--- src/gpc_pkg.sv ---
// Package with the register map, reset values, bit positions and pad types of the port block.
package gpc_pkg;
    // Register byte offsets on the AXI4-Lite bus.
    localparam int unsigned ADDR_W = 6;
    localparam logic [5:0] OFF_FP_PINS = 6'h00;
    localparam logic [5:0] OFF_FP_LATCH = 6'h04;
    localparam logic [5:0] OFF_FP_DIR = 6'h08;
    localparam logic [5:0] OFF_ANA_LOW = 6'h0C;
    localparam logic [5:0] OFF_CMP_CTRL = 6'h10;
    localparam logic [5:0] OFF_CVR_CTRL = 6'h14;
    localparam logic [5:0] OFF_SP_PINS = 6'h18;
    localparam logic [5:0] OFF_SP_LATCH = 6'h1C;
    localparam logic [5:0] OFF_SP_DIR = 6'h20;
    localparam logic [5:0] OFF_INT_ONE = 6'h24;
    localparam logic [5:0] OFF_INT_TWO = 6'h28;
    localparam logic [5:0] OFF_OSC_MODE = 6'h2C;
    localparam logic [5:0] OFF_SP_ANA = 6'h30;

    // Reset values.
    localparam logic [7:0] RST_FP_DIR = 8'hEF;
    localparam logic [7:0] RST_SP_DIR = 8'hFF;
    localparam logic [7:0] RST_ANA_LOW = 8'h00;
    localparam logic [7:0] RST_SP_ANA = 8'h00;
    localparam logic [7:0] RST_INT_TWO = 8'h80;
    localparam logic [7:0] RST_ZERO = 8'h00;
    localparam logic [1:0] RST_OSC_MODE = 2'h0;

    // Field positions and masks.
    localparam int unsigned BIT_PULLUP_N = 7;
    localparam int unsigned BIT_CHANGE_FLAG = 0;
    localparam int unsigned BIT_AN4_DIG = 4;
    localparam int unsigned PIN_SS = 5;
    localparam int unsigned PIN_CLKOUT = 6;
    localparam int unsigned PIN_OSCIN = 7;
    localparam logic [7:0] FP_IMPL_MASK = 8'hEF;
    localparam logic [7:0] SP_ANA_MASK = 8'h0F;

    // The cycle clock is the core clock divided by four.
    localparam int unsigned CYCLE_DIV = 4;
    localparam int unsigned DIV_W = $clog2(CYCLE_DIV);

    // AXI response codes.
    localparam logic [1:0] RESP_OKAY = 2'h0;
    localparam logic [1:0] RESP_SLVERR = 2'h2;

    // Oscillator pin usage modes, in register code order.
    typedef enum logic [1:0] {
        OSC_INTERNAL,
        OSC_HS,
        OSC_RC,
        OSC_EC
    } gpc_osc_e;

    // Output level and drive enable of one 8-bit port.
    typedef struct packed {
        logic [7:0] out;
        logic [7:0] oe;
    } gpc_pad_s;
endpackage

--- src/gpc_port.sv ---
// Two 8-bit general-purpose ports, pull-ups and change detection on the second port only, and an AXI4-Lite register file.
//
// The AXI4-Lite slave port and the register offsets were chosen for this implementation.
`timescale 1ns/1ps

module gpc_port #(
    parameter int unsigned PORT_W = 8
) (
    input wire logic aclk,
    input wire logic aresetn,
    input wire logic [gpc_pkg::ADDR_W-1:0] s_axi_awaddr,
    input wire logic s_axi_awvalid,
    output logic s_axi_awready,
    input wire logic [31:0] s_axi_wdata,
    input wire logic [3:0] s_axi_wstrb,
    input wire logic s_axi_wvalid,
    output logic s_axi_wready,
    output logic [1:0] s_axi_bresp,
    output logic s_axi_bvalid,
    input wire logic s_axi_bready,
    input wire logic [gpc_pkg::ADDR_W-1:0] s_axi_araddr,
    input wire logic s_axi_arvalid,
    output logic s_axi_arready,
    output logic [31:0] s_axi_rdata,
    output logic [1:0] s_axi_rresp,
    output logic s_axi_rvalid,
    input wire logic s_axi_rready,
    input wire logic [7:0] first_port_pins_in,
    output gpc_pkg::gpc_pad_s first_port_pad,
    input wire logic [7:0] second_port_pins_in,
    output gpc_pkg::gpc_pad_s second_port_pad,
    output logic [7:0] second_port_pullup,
    input wire logic mem_to_mem_move,
    input wire logic remap_pin_two_drive,
    input wire logic remap_pin_two_out,
    output logic remap_pin_two_in,
    output logic serial1_slave_select,
    output logic analog_channel_four_en,
    output logic osc_feedback_active,
    output logic wake_request
);
    // The pin map below is fixed to eight bits per port; any other width is refused at elaboration.
    if (PORT_W != 8) begin : g_width_check
        $error("gpc_port supports only PORT_W = 8");
    end

    // Register state.
    logic [7:0] fp_latch_r;
    logic [7:0] fp_dir_r;
    logic [7:0] ana_low_r;
    logic [7:0] cmp_ctrl_r;
    logic [7:0] cvr_ctrl_r;
    logic [7:0] sp_latch_r;
    logic [7:0] sp_dir_r;
    logic [7:0] sp_ana_r;
    logic [7:0] int_two_r;
    logic [1:0] osc_mode_r;
    logic change_flag_r;
    logic change_flag_nxt;
    logic [3:0] snap_r;
    logic [gpc_pkg::DIV_W-1:0] div_r;
    logic bvalid_r;
    logic [1:0] bresp_r;
    logic rvalid_r;
    logic [31:0] rdata_r;
    logic [1:0] rresp_r;
    gpc_pkg::gpc_pad_s fp_pad_r;
    gpc_pkg::gpc_pad_s sp_pad_r;
    logic [7:0] sp_pullup_r;
    logic ss_r;
    logic rp2_in_r;

    // Two-stage synchronisers for both ports; only the second stage is read.
    logic [7:0] fp_meta_r;
    logic [7:0] fp_sync_r;
    logic [7:0] sp_meta_r;
    logic [7:0] sp_sync_r;
    always_ff @(posedge aclk) begin
        fp_meta_r <= first_port_pins_in;
        fp_sync_r <= fp_meta_r;
        sp_meta_r <= second_port_pins_in;
        sp_sync_r <= sp_meta_r;
    end

    // Write channel: address and data are taken together, one write outstanding.
    logic wr_go;
    logic wr_en;
    logic [5:0] wa;
    logic [7:0] wd;
    assign wr_go = s_axi_awvalid && s_axi_wvalid && !bvalid_r;
    assign wr_en = wr_go && s_axi_wstrb[0];
    assign wa = s_axi_awaddr;
    assign wd = s_axi_wdata[7:0];
    assign s_axi_awready = wr_go;
    assign s_axi_wready = wr_go;

    // Per-register write strobes.
    // A write with byte lane 0 off still answers but changes nothing.
    logic w_fp;
    logic w_fp_latch;
    logic w_sp;
    logic w_sp_latch;
    logic w_int_one;
    logic w_fp_dir;
    logic w_ana_low;
    logic w_cmp_ctrl;
    logic w_cvr_ctrl;
    logic w_sp_dir;
    logic w_sp_ana;
    logic w_int_two;
    logic w_osc_mode;
    logic wr_hit;
    assign w_fp = wr_en && (wa == gpc_pkg::OFF_FP_PINS);
    assign w_fp_latch = wr_en && (wa == gpc_pkg::OFF_FP_LATCH);
    assign w_sp = wr_en && (wa == gpc_pkg::OFF_SP_PINS);
    assign w_sp_latch = wr_en && (wa == gpc_pkg::OFF_SP_LATCH);
    assign w_int_one = wr_en && (wa == gpc_pkg::OFF_INT_ONE);
    assign w_fp_dir = wr_en && (wa == gpc_pkg::OFF_FP_DIR);
    assign w_ana_low = wr_en && (wa == gpc_pkg::OFF_ANA_LOW);
    assign w_cmp_ctrl = wr_en && (wa == gpc_pkg::OFF_CMP_CTRL);
    assign w_cvr_ctrl = wr_en && (wa == gpc_pkg::OFF_CVR_CTRL);
    assign w_sp_dir = wr_en && (wa == gpc_pkg::OFF_SP_DIR);
    assign w_sp_ana = wr_en && (wa == gpc_pkg::OFF_SP_ANA);
    assign w_int_two = wr_en && (wa == gpc_pkg::OFF_INT_TWO);
    assign w_osc_mode = wr_en && (wa == gpc_pkg::OFF_OSC_MODE);
    assign wr_hit = (wa == gpc_pkg::OFF_FP_PINS) || (wa == gpc_pkg::OFF_FP_LATCH) || (wa == gpc_pkg::OFF_FP_DIR)
        || (wa == gpc_pkg::OFF_ANA_LOW) || (wa == gpc_pkg::OFF_CMP_CTRL) || (wa == gpc_pkg::OFF_CVR_CTRL)
        || (wa == gpc_pkg::OFF_SP_PINS) || (wa == gpc_pkg::OFF_SP_LATCH) || (wa == gpc_pkg::OFF_SP_DIR)
        || (wa == gpc_pkg::OFF_INT_ONE) || (wa == gpc_pkg::OFF_INT_TWO) || (wa == gpc_pkg::OFF_OSC_MODE)
        || (wa == gpc_pkg::OFF_SP_ANA);

    // Register storage; writing a pin register lands in its latch.
    always_ff @(posedge aclk) begin
        if (!aresetn) begin
            fp_latch_r <= gpc_pkg::RST_ZERO;
            fp_dir_r <= gpc_pkg::RST_FP_DIR;
            ana_low_r <= gpc_pkg::RST_ANA_LOW;
            cmp_ctrl_r <= gpc_pkg::RST_ZERO;
            cvr_ctrl_r <= gpc_pkg::RST_ZERO;
            sp_latch_r <= gpc_pkg::RST_ZERO;
            sp_dir_r <= gpc_pkg::RST_SP_DIR;
            sp_ana_r <= gpc_pkg::RST_SP_ANA;
            int_two_r <= gpc_pkg::RST_INT_TWO;
            osc_mode_r <= gpc_pkg::RST_OSC_MODE;
        end else begin
            if (w_fp || w_fp_latch) begin
                fp_latch_r <= wd & gpc_pkg::FP_IMPL_MASK;
            end
            if (w_fp_dir) begin
                fp_dir_r <= wd & gpc_pkg::FP_IMPL_MASK;
            end
            if (w_ana_low) begin
                ana_low_r <= wd;
            end
            if (w_cmp_ctrl) begin
                cmp_ctrl_r <= wd;
            end
            if (w_cvr_ctrl) begin
                cvr_ctrl_r <= wd;
            end
            if (w_sp || w_sp_latch) begin
                sp_latch_r <= wd;
            end
            if (w_sp_dir) begin
                sp_dir_r <= wd;
            end
            if (w_sp_ana) begin
                sp_ana_r <= wd & gpc_pkg::SP_ANA_MASK;
            end
            if (w_int_two) begin
                int_two_r <= wd;
            end
            if (w_osc_mode) begin
                osc_mode_r <= wd[1:0];
            end
        end
    end

    // Write response.
    always_ff @(posedge aclk) begin
        if (!aresetn) begin
            bvalid_r <= 1'b0;
            bresp_r <= gpc_pkg::RESP_OKAY;
        end else if (wr_go) begin
            bvalid_r <= 1'b1;
            bresp_r <= wr_hit ? gpc_pkg::RESP_OKAY : gpc_pkg::RESP_SLVERR;
        end else if (s_axi_bready) begin
            bvalid_r <= 1'b0;
        end
    end
    assign s_axi_bvalid = bvalid_r;
    assign s_axi_bresp = bresp_r;

    // Oscillator mode decode for pins 6 and 7.
    gpc_pkg::gpc_osc_e osc_mode;
    logic clk_out_mode;
    logic osc_hs;
    logic osc_uses_pins;
    assign osc_mode = gpc_pkg::gpc_osc_e'(osc_mode_r);
    assign clk_out_mode = (osc_mode == gpc_pkg::OSC_RC) || (osc_mode == gpc_pkg::OSC_EC);
    assign osc_hs = (osc_mode == gpc_pkg::OSC_HS);
    assign osc_uses_pins = (osc_mode != gpc_pkg::OSC_INTERNAL);

    // Digital read view: analog pins, oscillator pins and bit 4 read zero.
    logic an4_enabled;
    logic [7:0] fp_rd_mask;
    logic [7:0] fp_rd;
    logic [7:0] sp_rd;
    logic [7:0] sp_dig_mask;
    assign an4_enabled = !ana_low_r[gpc_pkg::BIT_AN4_DIG];
    assign fp_rd_mask = gpc_pkg::FP_IMPL_MASK & ~({osc_uses_pins, osc_uses_pins, an4_enabled, 5'h00});
    assign fp_rd = fp_sync_r & fp_rd_mask;
    // A clear analog bit keeps the low pin reading zero; the upper four pins are always digital.
    assign sp_dig_mask = sp_ana_r | ~gpc_pkg::SP_ANA_MASK;
    assign sp_rd = sp_sync_r & sp_dig_mask;

    // Read channel: one read outstanding, data registered.
    logic rd_go;
    logic [5:0] ra;
    logic [7:0] rd_byte;
    logic rd_hit;
    logic rd_sp;
    assign rd_go = s_axi_arvalid && !rvalid_r;
    assign ra = s_axi_araddr;
    assign s_axi_arready = !rvalid_r;
    assign rd_sp = rd_go && (ra == gpc_pkg::OFF_SP_PINS);
    assign rd_byte =
        ({8{ra == gpc_pkg::OFF_FP_PINS}} & fp_rd)
        | ({8{ra == gpc_pkg::OFF_FP_LATCH}} & fp_latch_r)
        | ({8{ra == gpc_pkg::OFF_FP_DIR}} & fp_dir_r)
        | ({8{ra == gpc_pkg::OFF_ANA_LOW}} & ana_low_r)
        | ({8{ra == gpc_pkg::OFF_CMP_CTRL}} & cmp_ctrl_r)
        | ({8{ra == gpc_pkg::OFF_CVR_CTRL}} & cvr_ctrl_r)
        | ({8{ra == gpc_pkg::OFF_SP_PINS}} & sp_rd)
        | ({8{ra == gpc_pkg::OFF_SP_LATCH}} & sp_latch_r)
        | ({8{ra == gpc_pkg::OFF_SP_DIR}} & sp_dir_r)
        | ({8{ra == gpc_pkg::OFF_INT_ONE}} & {7'h00, change_flag_r})
        | ({8{ra == gpc_pkg::OFF_INT_TWO}} & int_two_r)
        | ({8{ra == gpc_pkg::OFF_OSC_MODE}} & {6'h00, osc_mode_r})
        | ({8{ra == gpc_pkg::OFF_SP_ANA}} & sp_ana_r);
    assign rd_hit = (ra == gpc_pkg::OFF_FP_PINS) || (ra == gpc_pkg::OFF_FP_LATCH) || (ra == gpc_pkg::OFF_FP_DIR)
        || (ra == gpc_pkg::OFF_ANA_LOW) || (ra == gpc_pkg::OFF_CMP_CTRL) || (ra == gpc_pkg::OFF_CVR_CTRL)
        || (ra == gpc_pkg::OFF_SP_PINS) || (ra == gpc_pkg::OFF_SP_LATCH) || (ra == gpc_pkg::OFF_SP_DIR)
        || (ra == gpc_pkg::OFF_INT_ONE) || (ra == gpc_pkg::OFF_INT_TWO) || (ra == gpc_pkg::OFF_OSC_MODE)
        || (ra == gpc_pkg::OFF_SP_ANA);

    // Read data and response hold until the master takes them.
    always_ff @(posedge aclk) begin
        if (!aresetn) begin
            rvalid_r <= 1'b0;
            rdata_r <= 32'h0000_0000;
            rresp_r <= gpc_pkg::RESP_OKAY;
        end else if (rd_go) begin
            rvalid_r <= 1'b1;
            rdata_r <= {24'h00_0000, rd_byte};
            rresp_r <= rd_hit ? gpc_pkg::RESP_OKAY : gpc_pkg::RESP_SLVERR;
        end else if (s_axi_rready) begin
            rvalid_r <= 1'b0;
        end
    end
    assign s_axi_rvalid = rvalid_r;
    assign s_axi_rdata = rdata_r;
    assign s_axi_rresp = rresp_r;

    // Change detection on the upper four pins; outputs and analog pins never compare.
    logic port_touch;
    logic [3:0] eligible;
    logic mismatch;
    logic flag_clear;
    assign port_touch = (rd_sp || w_sp || w_sp_latch) && !mem_to_mem_move;
    assign eligible = sp_dir_r[7:4];
    assign mismatch = |((sp_sync_r[7:4] ^ snap_r) & eligible);
    assign flag_clear = w_int_one && !wd[gpc_pkg::BIT_CHANGE_FLAG];
    // A live mismatch overrides a clear in the same cycle, so no change is lost.
    assign change_flag_nxt = mismatch || (change_flag_r && !flag_clear);

    // The snapshot is retaken on each port access outside a memory move; the mismatch it ends drops one cycle later.
    always_ff @(posedge aclk) begin
        if (!aresetn) begin
            snap_r <= 4'h0;
            change_flag_r <= 1'b0;
        end else begin
            if (port_touch) begin
                snap_r <= sp_sync_r[7:4];
            end
            change_flag_r <= change_flag_nxt;
        end
    end

    // Cycle clock divider, free running.
    // It never stops, so the clock output keeps no phase tied to mode changes.
    always_ff @(posedge aclk) begin
        if (!aresetn) begin
            div_r <= '0;
        end else begin
            div_r <= div_r + 1'b1;
        end
    end

    // Pad drive for the first port: direction bits rule, pins 5 to 7 have alternates.
    gpc_pkg::gpc_pad_s fp_pad_nxt;
    logic rp2_drive;
    assign rp2_drive = remap_pin_two_drive && !fp_dir_r[gpc_pkg::PIN_SS];
    always_comb begin
        fp_pad_nxt.out = fp_latch_r;
        fp_pad_nxt.oe = ~fp_dir_r & gpc_pkg::FP_IMPL_MASK;
        if (rp2_drive) begin
            fp_pad_nxt.out[gpc_pkg::PIN_SS] = remap_pin_two_out;
        end
        if (clk_out_mode) begin
            fp_pad_nxt.out[gpc_pkg::PIN_CLKOUT] = div_r[gpc_pkg::DIV_W-1];
            fp_pad_nxt.oe[gpc_pkg::PIN_CLKOUT] = 1'b1;
        end else if (osc_hs) begin
            fp_pad_nxt.out[gpc_pkg::PIN_CLKOUT] = 1'b0;
            fp_pad_nxt.oe[gpc_pkg::PIN_CLKOUT] = 1'b0;
        end
        if (osc_uses_pins) begin
            fp_pad_nxt.out[gpc_pkg::PIN_OSCIN] = 1'b0;
            fp_pad_nxt.oe[gpc_pkg::PIN_OSCIN] = 1'b0;
        end
    end

    // Pads, pull-ups, slave select and the remapped input are registered to keep the pins glitch free.
    always_ff @(posedge aclk) begin
        if (!aresetn) begin
            fp_pad_r <= '0;
            sp_pad_r <= '0;
            sp_pullup_r <= 8'h00;
            ss_r <= 1'b1;
            rp2_in_r <= 1'b0;
        end else begin
            fp_pad_r <= fp_pad_nxt;
            sp_pad_r.out <= sp_latch_r;
            sp_pad_r.oe <= ~sp_dir_r;
            sp_pullup_r <= {8{!int_two_r[gpc_pkg::BIT_PULLUP_N]}} & sp_dir_r;
            ss_r <= fp_dir_r[gpc_pkg::PIN_SS] ? fp_sync_r[gpc_pkg::PIN_SS] : 1'b1;
            rp2_in_r <= fp_dir_r[gpc_pkg::PIN_SS] & fp_sync_r[gpc_pkg::PIN_SS];
        end
    end

    // Slave select idles high while pin 5 is an output, so the serial block never sees a false select.
    assign first_port_pad = fp_pad_r;
    assign second_port_pad = sp_pad_r;
    assign second_port_pullup = sp_pullup_r;
    assign serial1_slave_select = ss_r;
    assign remap_pin_two_in = rp2_in_r;
    assign analog_channel_four_en = an4_enabled;
    assign osc_feedback_active = osc_hs;
    // The sticky flag doubles as the wake request, so sleep and idle both end on it.
    assign wake_request = change_flag_r;
endmodule // gpc_port

--- config.mk ---
export PLATFORM = sky130hd
export DESIGN_NAME = gpc_port
export DESIGN_NICKNAME = d
export VERILOG_FILES = /design/src/gpc_pkg.sv /design/src/gpc_port.sv
export SDC_FILE = /design/constraint.sdc
export NUM_CORES = 1
export LEC_CHECK = 0
export CAP_MARGIN = 0
export CELL_PAD_IN_SITES_DETAIL_PLACEMENT = 0
export CELL_PAD_IN_SITES_GLOBAL_PLACEMENT = 2
export CORE_AREA = 8 8 135 137
export DETAILED_ROUTE_END_ITERATION = 16
export DIE_AREA = 0 0 143 145
export DONT_BUFFER_PORTS = 1
export PLACE_DENSITY_LB_ADDON = 0.3
export SKIP_CTS_REPAIR_TIMING = 1
export SLEW_MARGIN = 20
export SYNTH_ARGS = -nofsm -noshare
export SYNTH_HDL_FRONTEND = slang
export SYNTH_SLANG_ARGS = --single-unit
export TNS_END_PERCENT = 1
--- constraint.sdc ---
create_clock -name aclk -period 1.8 [get_ports aclk]
set_input_delay 0.18 -clock aclk [delete_from_list [all_inputs] [get_ports aclk]]
set_output_delay 0.18 -clock aclk [all_outputs]
set_load 0.03 [all_outputs]
# Word level (Yosys, flattened, before mapping)
# Cells that the tools add are included.
word_totals:
  wordCells: 174
  input_bits: 74
  output_inout_bits: 86
  regBits: 162
op_classes:
  mux: 11
  n_addsub: 1
  eq_ne: 27
  bitwise: 35
  n_reduce_logical: 68
ops:
  columns: ["operator", "n"]
  rows:
  - ["$and A8 B8 Y8", 13]
  - ["$or A8 B8 Y8", 12]
  - ["$eq A6 B6 Y1 const B", 10]
  - ["$eq A6 B5 Y1 const B", 8]
  - ["$logic_or A1 B1 Y1", 30]
  - ["$eq A6 B4 Y1 const B", 4]
  - ["$not A8 Y8", 3]
  - ["$logic_and A1 B1 Y1", 22]
  - ["$eq A6 B3 Y1 const B", 2]
  - ["$logic_not A6 Y1", 2]
  - ["$mux W1", 9]
  - ["$and A8 B1 Y8", 1]
  - ["$and A8 B2 Y8", 1]
  - ["$and A8 B4 Y8", 1]
  - ["$logic_not A1 Y1", 8]
  - ["$reduce_bool A2 Y1", 3]
  - ["$and A4 B4 Y4", 1]
  - ["$eq A2 B2 Y1 const B", 2]
  - ["$mux W2", 2]
  - ["$reduce_or A4 Y1", 1]
  - ["$xor A4 B4 Y4", 1]
  - ["$add A2 B1 Y2 const B", 1]
  - ["$eq A2 B1 Y1 const B", 1]
  - ["$reduce_and A2 Y1", 1]
  - ["other kinds (3)", 3]

# Depth between registers and ports, before layout
# Gate-level depths: netlist (run 1).
depth:
  word_depth: 16
  mapped_depth: 7
  ltp_nobuf: 5

# Worst setup path after synthesis (run 1)
# Ideal clock, no wire load.
synth_timing:
  path_type: "register -> register"
  startpoint: "reg bvalid_r (netlist: s_axi_bvalid)"
  endpoint: "reg osc_mode_r[1] (netlist: osc_mode[1])"
  path_buffers: 0
  t_required_ns: 1.672
  period_less_slack_ns: 1.649
  arrival_ns: 1.521
  setup_ns: 0.128
  slack_ns: 0.151
  path_stages_with_launch: 6
  cell_sequence: "dfxtp_1 > and4b_2 > nand3_4 > or3_2 > mux2i_1 > nor2_1"
synth_via:
  elab_chain_len: 4
synth_rtl:
  columns: ["item", "line", "source"]
  rows:
  - ["start: declaration", "gpc_port.sv:62", "logic bvalid_r;"]
  - ["start signal: assignment", "gpc_port.sv:182", "bvalid_r <= 1'b0;"]
  - ["start signal: assignment", "gpc_port.sv:185", "bvalid_r <= 1'b1;"]
  - ["start signal: assignment", "gpc_port.sv:188", "bvalid_r <= 1'b0;"]
  - ["$logic_not A1 Y1", "gpc_port.sv:90", "assign wr_go = s_axi_awvalid && s_axi_wvalid && !bvalid_r;"]
  - ["$logic_and A1 B1 Y1", "gpc_port.sv:90", null]
  - ["$logic_and A1 B1 Y1", "gpc_port.sv:91", "assign wr_en = wr_go && s_axi_wstrb[0];"]
  - ["$logic_and A1 B1 Y1", "gpc_port.sv:125", "assign w_osc_mode = wr_en && (wa == gpc_pkg::OFF_OSC_MODE);"]
  - ["end signal: assignment", "gpc_port.sv:144", "osc_mode_r <= gpc_pkg::RST_OSC_MODE;"]
  - ["end signal: assignment", "gpc_port.sv:174", "osc_mode_r <= wd[1:0];"]
  - ["end: declaration", "gpc_port.sv:57", "logic [1:0] osc_mode_r;"]
# Every way passes these cells.
# A chain may end at the register's enable or synchronous reset.

# Worst setup path after layout (run 1)
layout_timing:
  startpoint: "reg bvalid_r (netlist: s_axi_bvalid)"
  endpoint: "out s_axi_wready"
layout_via:
  elab_chain_len: 2
layout_rtl:
  columns: ["item", "line", "source"]
  rows:
  - ["$logic_not A1 Y1", "gpc_port.sv:90", null]
  - ["$logic_and A1 B1 Y1", "gpc_port.sv:90", null]
  - ["end: declaration", "gpc_port.sv:17", "output logic s_axi_wready,"]
# Every way passes these cells.

==> results of run 1 <==
layer usage:
metal / part of all wire / wire (µm)
met1: 0.43 / 7166
met2: 0.50 / 8351
met3: 0.070 / 1179
met4: 0.0037 / 62
met5: 0.00060 / 10
state kept, by name, indices dropped and copies added, names as in the netlist, 7 cells and up:
name and count:
second_port_pullup 8, fp_sync_r 7, cmp_ctrl_r 8, sp_meta_r 8, ana_low_r 8, cvr_ctrl_r 8
sp_latch_r 8, sp_dir_r 8, first_port_pad 14, fp_latch_r 7, sp_sync_r 8, second_port_pad 16
s_axi_rdata 8, int_two_r 8, fp_meta_r 7, fp_dir_r 7
metrics by stage:
| stage | setup WS, ns | utilization | hold slack [ns] | power, µW | area, µm² |
|---|---|---|---|---|---|
| 3_3_place_gp | 0.1997 | 0.3821 | 0.2078 | 4016 | 6178 |
| 4_1_cts | 0.07403 | 0.4199 | -0.2437 | 7731 | 6790 |
| 2_1_floorplan | 0.1509 | - | 0.2077 | 4040 | 6107 |
| 6_report | 0.1222 | 0.4429 | -0.01370 | 7754 | 7162 |
| 5_1_grt | 0.03144 | 0.4429 | -0.02292 | 8064 | 7162 |
| 3_5_place_dp | 0.1929 | 0.3821 | 0.2078 | 4019 | 6178 |
critical path, cell delays in order (launching register included):
cell and delay, ns:
dfxtp_1 0.31, buf_4 0.17, nand3b_1 0.25, inv_1 0.16
buf_6 0.19
cells by family after synthesis:
family	share of synthesized area
and+or+nand+nor	0.1704
DFF	0.5233
muxes	0.1492
buffers and inverters	0.07438
AOI/OAI and AO/OA	0.07479
xor gates and xnor gates	0.007291
other	0.0006244
placed cells by master (no fill, tap or decap), types with 2 or more instances in the layout:
cell	Yosys	layout
and3_1	5	5
o32a_1	2	2
nor2_1	84	84
clkbuf_16	0	17
o211ai_1	2	2
dlygate4sd3_1	0	34
a22oi_1	6	6
nand4_1	9	9
o221a_2	3	3
a221oi_1	3	3
nor2b_1	6	6
mux2i_1	76	76
inv_6	0	4
mux2_2	4	4
o21ai_0	18	18
nand3_1	15	15
buf_4	33	18
and2_1	14	14
a31oi_1	7	7
buf_12	0	2
nor2_4	2	2
xor2_1	4	4
bufinv_16	0	3
mux4_2	4	4
nand2b_1	3	3
nor3_4	2	2
nand3b_1	5	5
inv_1	16	15
a21oi_1	17	17
dfxtp_1	157	157
clkinvlp_4	0	5
nand2_1	39	39
a21o_1	2	2
nor3_1	3	3
conb_1	1	28
power by group through the flow:
stage                     Clock [µW]  Sequential [µW]  Combinational [µW]
final                           3690             3620                 439
after global routing            3970             3620                 471
after global placement             0             3700                 317
after CTS                       3790             3620                 320
after floorplan                    0             3690                 350
after detailed placement           0             3700                 319
final timing paths:
kind              startpoint        endpoint  cells past startpoint
max reg2reg     s_axi_bvalid   cvr_ctrl_r[6]                      5
max             s_axi_bvalid    s_axi_wready                      4
min reg2reg     fp_meta_r[6]    fp_sync_r[6]                      0
min          s_axi_awaddr[0]  s_axi_bresp[1]                      2
area by class of cell:
cell class,count,area share
flip-flops and latches,157,0.4389
well taps,220,0.03843
inverters,16,0.008386
clock inverters,14,0.02551
multi-input cells,387,0.3515
clock buffers,18,0.05992
repair buffers,56,0.07739
==> impl_metrics.csv, run 1 <==
group,metric,value,unit
status,status,"finished, violations left",
status,violations,"negative hold slack",
grt,antenna_found_initial,1,
yosys,synth.distinct_cells,57,
power_and_ir_drop,clkPwrFrac,0.476,
power_and_ir_drop,p_comb_frac,0.057,
timing,finalSetupViolations,0,
floorplan,start_util,0.3714,
yosys,synth_edf_count,0,
final_layout,stdcell_count,868,
clock_network,htree_levels,4,
grt,grt_util_met2,0.2617,
final_layout,diodes,0,
final_layout,final_nets,709,
timing,slew_viol_final,0,
routing,via_per_inst,4.849,
placed_design,dp_hpwl,11.61,mm
timing,rsz0062_at_grt,"false",
critical_path,cp-end-kind,"output port",
yosys,ys.flop_type,"dfxtp_1",
power_and_ir_drop,powerDensity,1083,nW/µm²
worst_hold_path,min_path_type,"input port to flip-flop",
grt,grt_pass1_vias,4151,
grt,grt_use_met1,0.2006,
routing,drtIter0Drc,360,
final_layout,seq_area,3143,µm²
grt,grt_overflow_total,0,
grt,grt-busiest-layer,"met2",
grt,grt_util_met3,0.04856,
routing,drtAntennaViolNets,0,
final_layout,final_layout_size_suffix_gt1_frac,0.1235,
floorplan,num_rows,47,
yosys,synth_top_area_frac,0.5233,
routing,drcViolationCount,0,
floorplan,coreArea,16170,µm²
grt,grt_pass1_wl,25.27,mm
critical_path,arrival,1.50,ns
yosys,synth_area_leader_cell,"dfxtp_1",
critical_path,cp.required,1.62,ns
timing,hold-worst-slack,-0.01370,ns
yosys,post-synth-top-count-cell,"dfxtp_1",
timing,hold_viol,1,
floorplan,ios,160,
timing,skew,0.01151,ns
power_and_ir_drop,ir_drop,0.6831,mV
yosys,async_flop_share,0,
yosys,netlist_top_cells_area,"dfxtp_1, mux2i_1, nor2_1",
critical_path,path_max_fanout,3,
routing,first_pass_iters,4,
power_and_ir_drop,p_sw_frac,0.2379,
clock_network,cts.path.max_buffers,2,
placed_design,portBuffers,0,
timing,slew_headroom,0.5668,
run,max_cap_viol_count,0,
grt,grt_max_degree,52,
final_layout,multi_input_area,2517,µm²
yosys,ys_seq_area_frac,0.5233,
routing,drt-wirelength-per-cell,19.32,µm
yosys,ys_ff_latch,157,
timing,fin_crit,1.678,ns
clock_network,cts_buffers,17,
critical_path,crit_type,"flip-flop to output port",
final_layout,nFillCells,1555,
yosys,synth_area_per_cell,10.04,µm²
floorplan,die-area,20740,µm²
grt,grt_usage,0.1617,
power_and_ir_drop,p_int,5909,µW
final_layout,synthToLayoutAreaGrowth,19.25,%
clock_network,numClockSinks,157,
timing,max_freq,0.5960,GHz
routing,drt-total-wl,16.77,mm
placed_design,gp_congestion,0.7867,
yosys,synth_cells,598,
timing,finalCritPeriodShare,0.9321,
clock_network,clock_tree.root_cell,"clkbuf_16",
clock_network,clk_pin_slew,0.06,ns
floorplan,die_w,143,µm
clock_network,cts_tree,"done",
critical_path,cp-start-kind,"flip-flop",
timing,setup_tns,0,ns
clock_network,clkLatencyLatePin,0.43,ns
floorplan,die_y,145,µm
power_and_ir_drop,seqPwrFrac,0.467,
yosys,synthTopCellsByCount,"dfxtp_1, nor2_1, mux2i_1",
yosys,yosys_warnings,0,
power_and_ir_drop,p_sw,1845,µW
timing,tightest_slew,0.6476,ns
placed_design,dp.cells,801,
routing,vias,4209,
power_and_ir_drop,power_leakage,0.002858,µW
critical_path,reg2reg_slack,0.13,ns
yosys,syn_area,6006,µm²
(Power assumes the default switching activity.)
==> inputs of run 2 (changes only) <==
--- a/config.mk
+++ b/config.mk
@@ -8,9 +8,9 @@
 export CAP_MARGIN = 0
 export CELL_PAD_IN_SITES_DETAIL_PLACEMENT = 0
 export CELL_PAD_IN_SITES_GLOBAL_PLACEMENT = 2
-export CORE_AREA = 8 8 135 137
+export CORE_AREA = 8 8 132 134
 export DETAILED_ROUTE_END_ITERATION = 16
-export DIE_AREA = 0 0 143 145
+export DIE_AREA = 0 0 140 142
 export DONT_BUFFER_PORTS = 1
 export PLACE_DENSITY_LB_ADDON = 0.3
 export SKIP_CTS_REPAIR_TIMING = 1
==> constraint.sdc (replaced) <==
create_clock -name aclk -period 2 [get_ports aclk]
set_input_delay 0.2 -clock aclk [delete_from_list [all_inputs] [get_ports aclk]]
set_output_delay 0.2 -clock aclk [all_outputs]
set_load 0.03 [all_outputs]
==> run 2 against run 1 <==
Compared with the run above: the flow still finishes with violations (negative hold slack); first-iteration DRC count is 18% lower; clock power is 4% lower; critical path depth stayed put; via count is 0.26% higher; non-clock buffer count is 10 lower; utilization is 1.5 points higher; sequential cell count stayed put; register-to-register slack better by 0.17 ns; final cell count is 4.4% lower; cell area is 1.3% lower; die area is 4.1% lower; clock skew is 0.0035 ns lower; critical path type unchanged; critical endpoint is now s_axi_awready.
==> impl_metrics.csv, run 2 (same netlist as run 1, synthesis figures left out) <==
group,metric,value,unit
critical_path,cp-end-kind,"output port",
timing,slew_headroom,0.5447,
timing,setup_tns,0,ns
routing,via_per_inst,5.084,
routing,drt-total-wl,16.42,mm
clock_network,cts_tree,"done",
power_and_ir_drop,ir_drop,0.6063,mV
grt,grt_overflow_total,0,
timing,slew_viol_final,0,
grt,grt_max_degree,53,
floorplan,ios,160,
critical_path,cp.required,1.80,ns
power_and_ir_drop,clkPwrFrac,0.493,
power_and_ir_drop,seqPwrFrac,0.454,
timing,finalSetupViolations,0,
final_layout,final_common_cell,"dfxtp_1",
final_layout,final_nets,699,
critical_path,arrival,1.53,ns
clock_network,clk_pin_slew,0.06,ns
power_and_ir_drop,p_sw_frac,0.2393,
placed_design,gp_congestion,0.7715,
grt,grt_pass1_vias,4118,
grt,grt_pass1_wl,24.47,mm
power_and_ir_drop,p_comb_frac,0.052,
critical_path,crit_type,"flip-flop to output port",
status,status,"finished, violations left",
run,max_cap_viol_count,0,
final_layout,nFillCells,1479,
final_layout,final_layout_size_suffix_gt1_frac,0.1129,
floorplan,die_w,140,µm
power_and_ir_drop,power_leakage,0.002841,µW
clock_network,cts_buffers,17,
power_and_ir_drop,p_int,5458,µW
placed_design,dp_hpwl,11.35,mm
timing,hold_viol,2,
routing,drtIter0Drc,297,
timing,hold-worst-slack,-0.01571,ns
critical_path,path_max_fanout,3,
routing,first_pass_iters,5,
power_and_ir_drop,powerDensity,1015,nW/µm²
timing,tightest_slew,0.6812,ns
status,violations,"negative hold slack",
worst_hold_path,min_path_type,"input port to flip-flop",
floorplan,start_util,0.3894,
grt,grt_usage,0.1647,
timing,fin_crit,1.733,ns
timing,skew,0.007990,ns
placed_design,place_ws,0.3226,ns
floorplan,coreArea,15420,µm²
final_layout,most-common-layout-cells,"dfxtp_1, nor2_1, mux2i_1",
grt,antenna_found_initial,1,
final_layout,largest_reg_flops,16,
timing,finalCritPeriodShare,0.8663,
final_layout,diodes,0,
critical_path,cp-start-kind,"flip-flop",
timing,rsz0062_at_grt,"false",
final_layout,multi_input_area,2517,µm²
placed_design,portBuffers,0,
floorplan,num_rows,46,
timing,max_freq,0.5772,GHz
clock_network,htree_levels,4,
floorplan,die-area,19880,µm²
final_layout,seq_area,3143,µm²
clock_network,clkLatencyLatePin,0.44,ns
power_and_ir_drop,p_sw,1717,µW
routing,drtAntennaViolNets,0,
clock_network,numClockSinks,157,
floorplan,die_y,142,µm
timing,worst_slack,0.2674,ns
final_layout,synthToLayoutAreaGrowth,17.69,%
routing,vias,4220,
clock_network,clock_tree.root_cell,"clkbuf_16",
clock_network,cts.path.max_buffers,2,
routing,drt-wirelength-per-cell,19.79,µm
routing,drcViolationCount,0,
## run 2: cell count changes in the layout (fill, tap and decap cells not counted), sizes merged
cell         previous run  this run
dlygate4sd3            34        33
buf                    22        13
clkinvlp                5         1
inv                    21        24
clkbuf                 18        17
bufinv                  3         4
clkinv                  1         2
## run 2: power by group through the flow
| stage | clock [µW] | combinational (µW) | sequential (µW) |
|---|---|---|---|
| global placement | 0 | 272 | 3330 |
| detailed placement | 0 | 273 | 3330 |
| floorplan | 0 | 315 | 3320 |
| finish | 3540 | 377 | 3260 |
| global route | 3720 | 405 | 3270 |
| CTS | 3590 | 274 | 3260 |
## run 2: final timing paths
path	startpoint	endpoint	slack [ns]	cells after the start
hold reg to reg	fp_meta_r[3]	fp_sync_r[3]	0.33	0
hold / removal	s_axi_araddr[3]	s_axi_rdata[4]	-0.02	2
setup / recovery	s_axi_bvalid	s_axi_awready	0.27	4
setup reg to reg	s_axi_bvalid	s_axi_bresp[1]	0.30	6
## run 2: cell type report
| class | instances | share of cell area |
|---|---|---|
| flip-flops and latches | 157 | 0.4447 |
| multi-input cells | 387 | 0.3562 |
| repair buffers | 46 | 0.06514 |
| inverters | 16 | 0.008497 |
| clock buffers | 17 | 0.06019 |
| well taps | 192 | 0.03399 |
| clock inverters | 15 | 0.03133 |
## run 2: metrics by stage
| stage | total power [µW] | hold WS, ns | utilization | std cells | area [µm²] |
|---|---|---|---|---|---|
| detailed placement | 3607 | 0.2278 | 0.3931 | 764 | 6063 |
| finish | 7174 | -0.01571 | 0.4582 | 830 | 7068 |
| floorplan | 3636 | 0.2277 | - | 625 | 6107 |
| global placement | 3604 | 0.2278 | 0.3931 | 764 | 6063 |
| global route | 7393 | 0.002786 | 0.4582 | 830 | 7068 |
| CTS | 7127 | -0.2242 | 0.4350 | 796 | 6710 |
## run 2: critical path, stage by stage (launching register included)
cell and delay, ns:
dfxtp_1 0.31, buf_4 0.17, nand3b_1 0.26, inv_1 0.14, buf_4 0.23
## run 2: layer usage
| metal | wire length [µm] | vias to the layer above | GRT usage |
|---|---|---|---|
| li1 | - | 2045 | - |
| met1 | 6851 | 2023 | 0.1909 |
| met2 | 8022 | 125 | 0.2723 |
| met3 | 1235 | 25 | 0.06407 |
| met4 | 302 | 2 | 0.05886 |
| met5 | 10 | - | 0 |
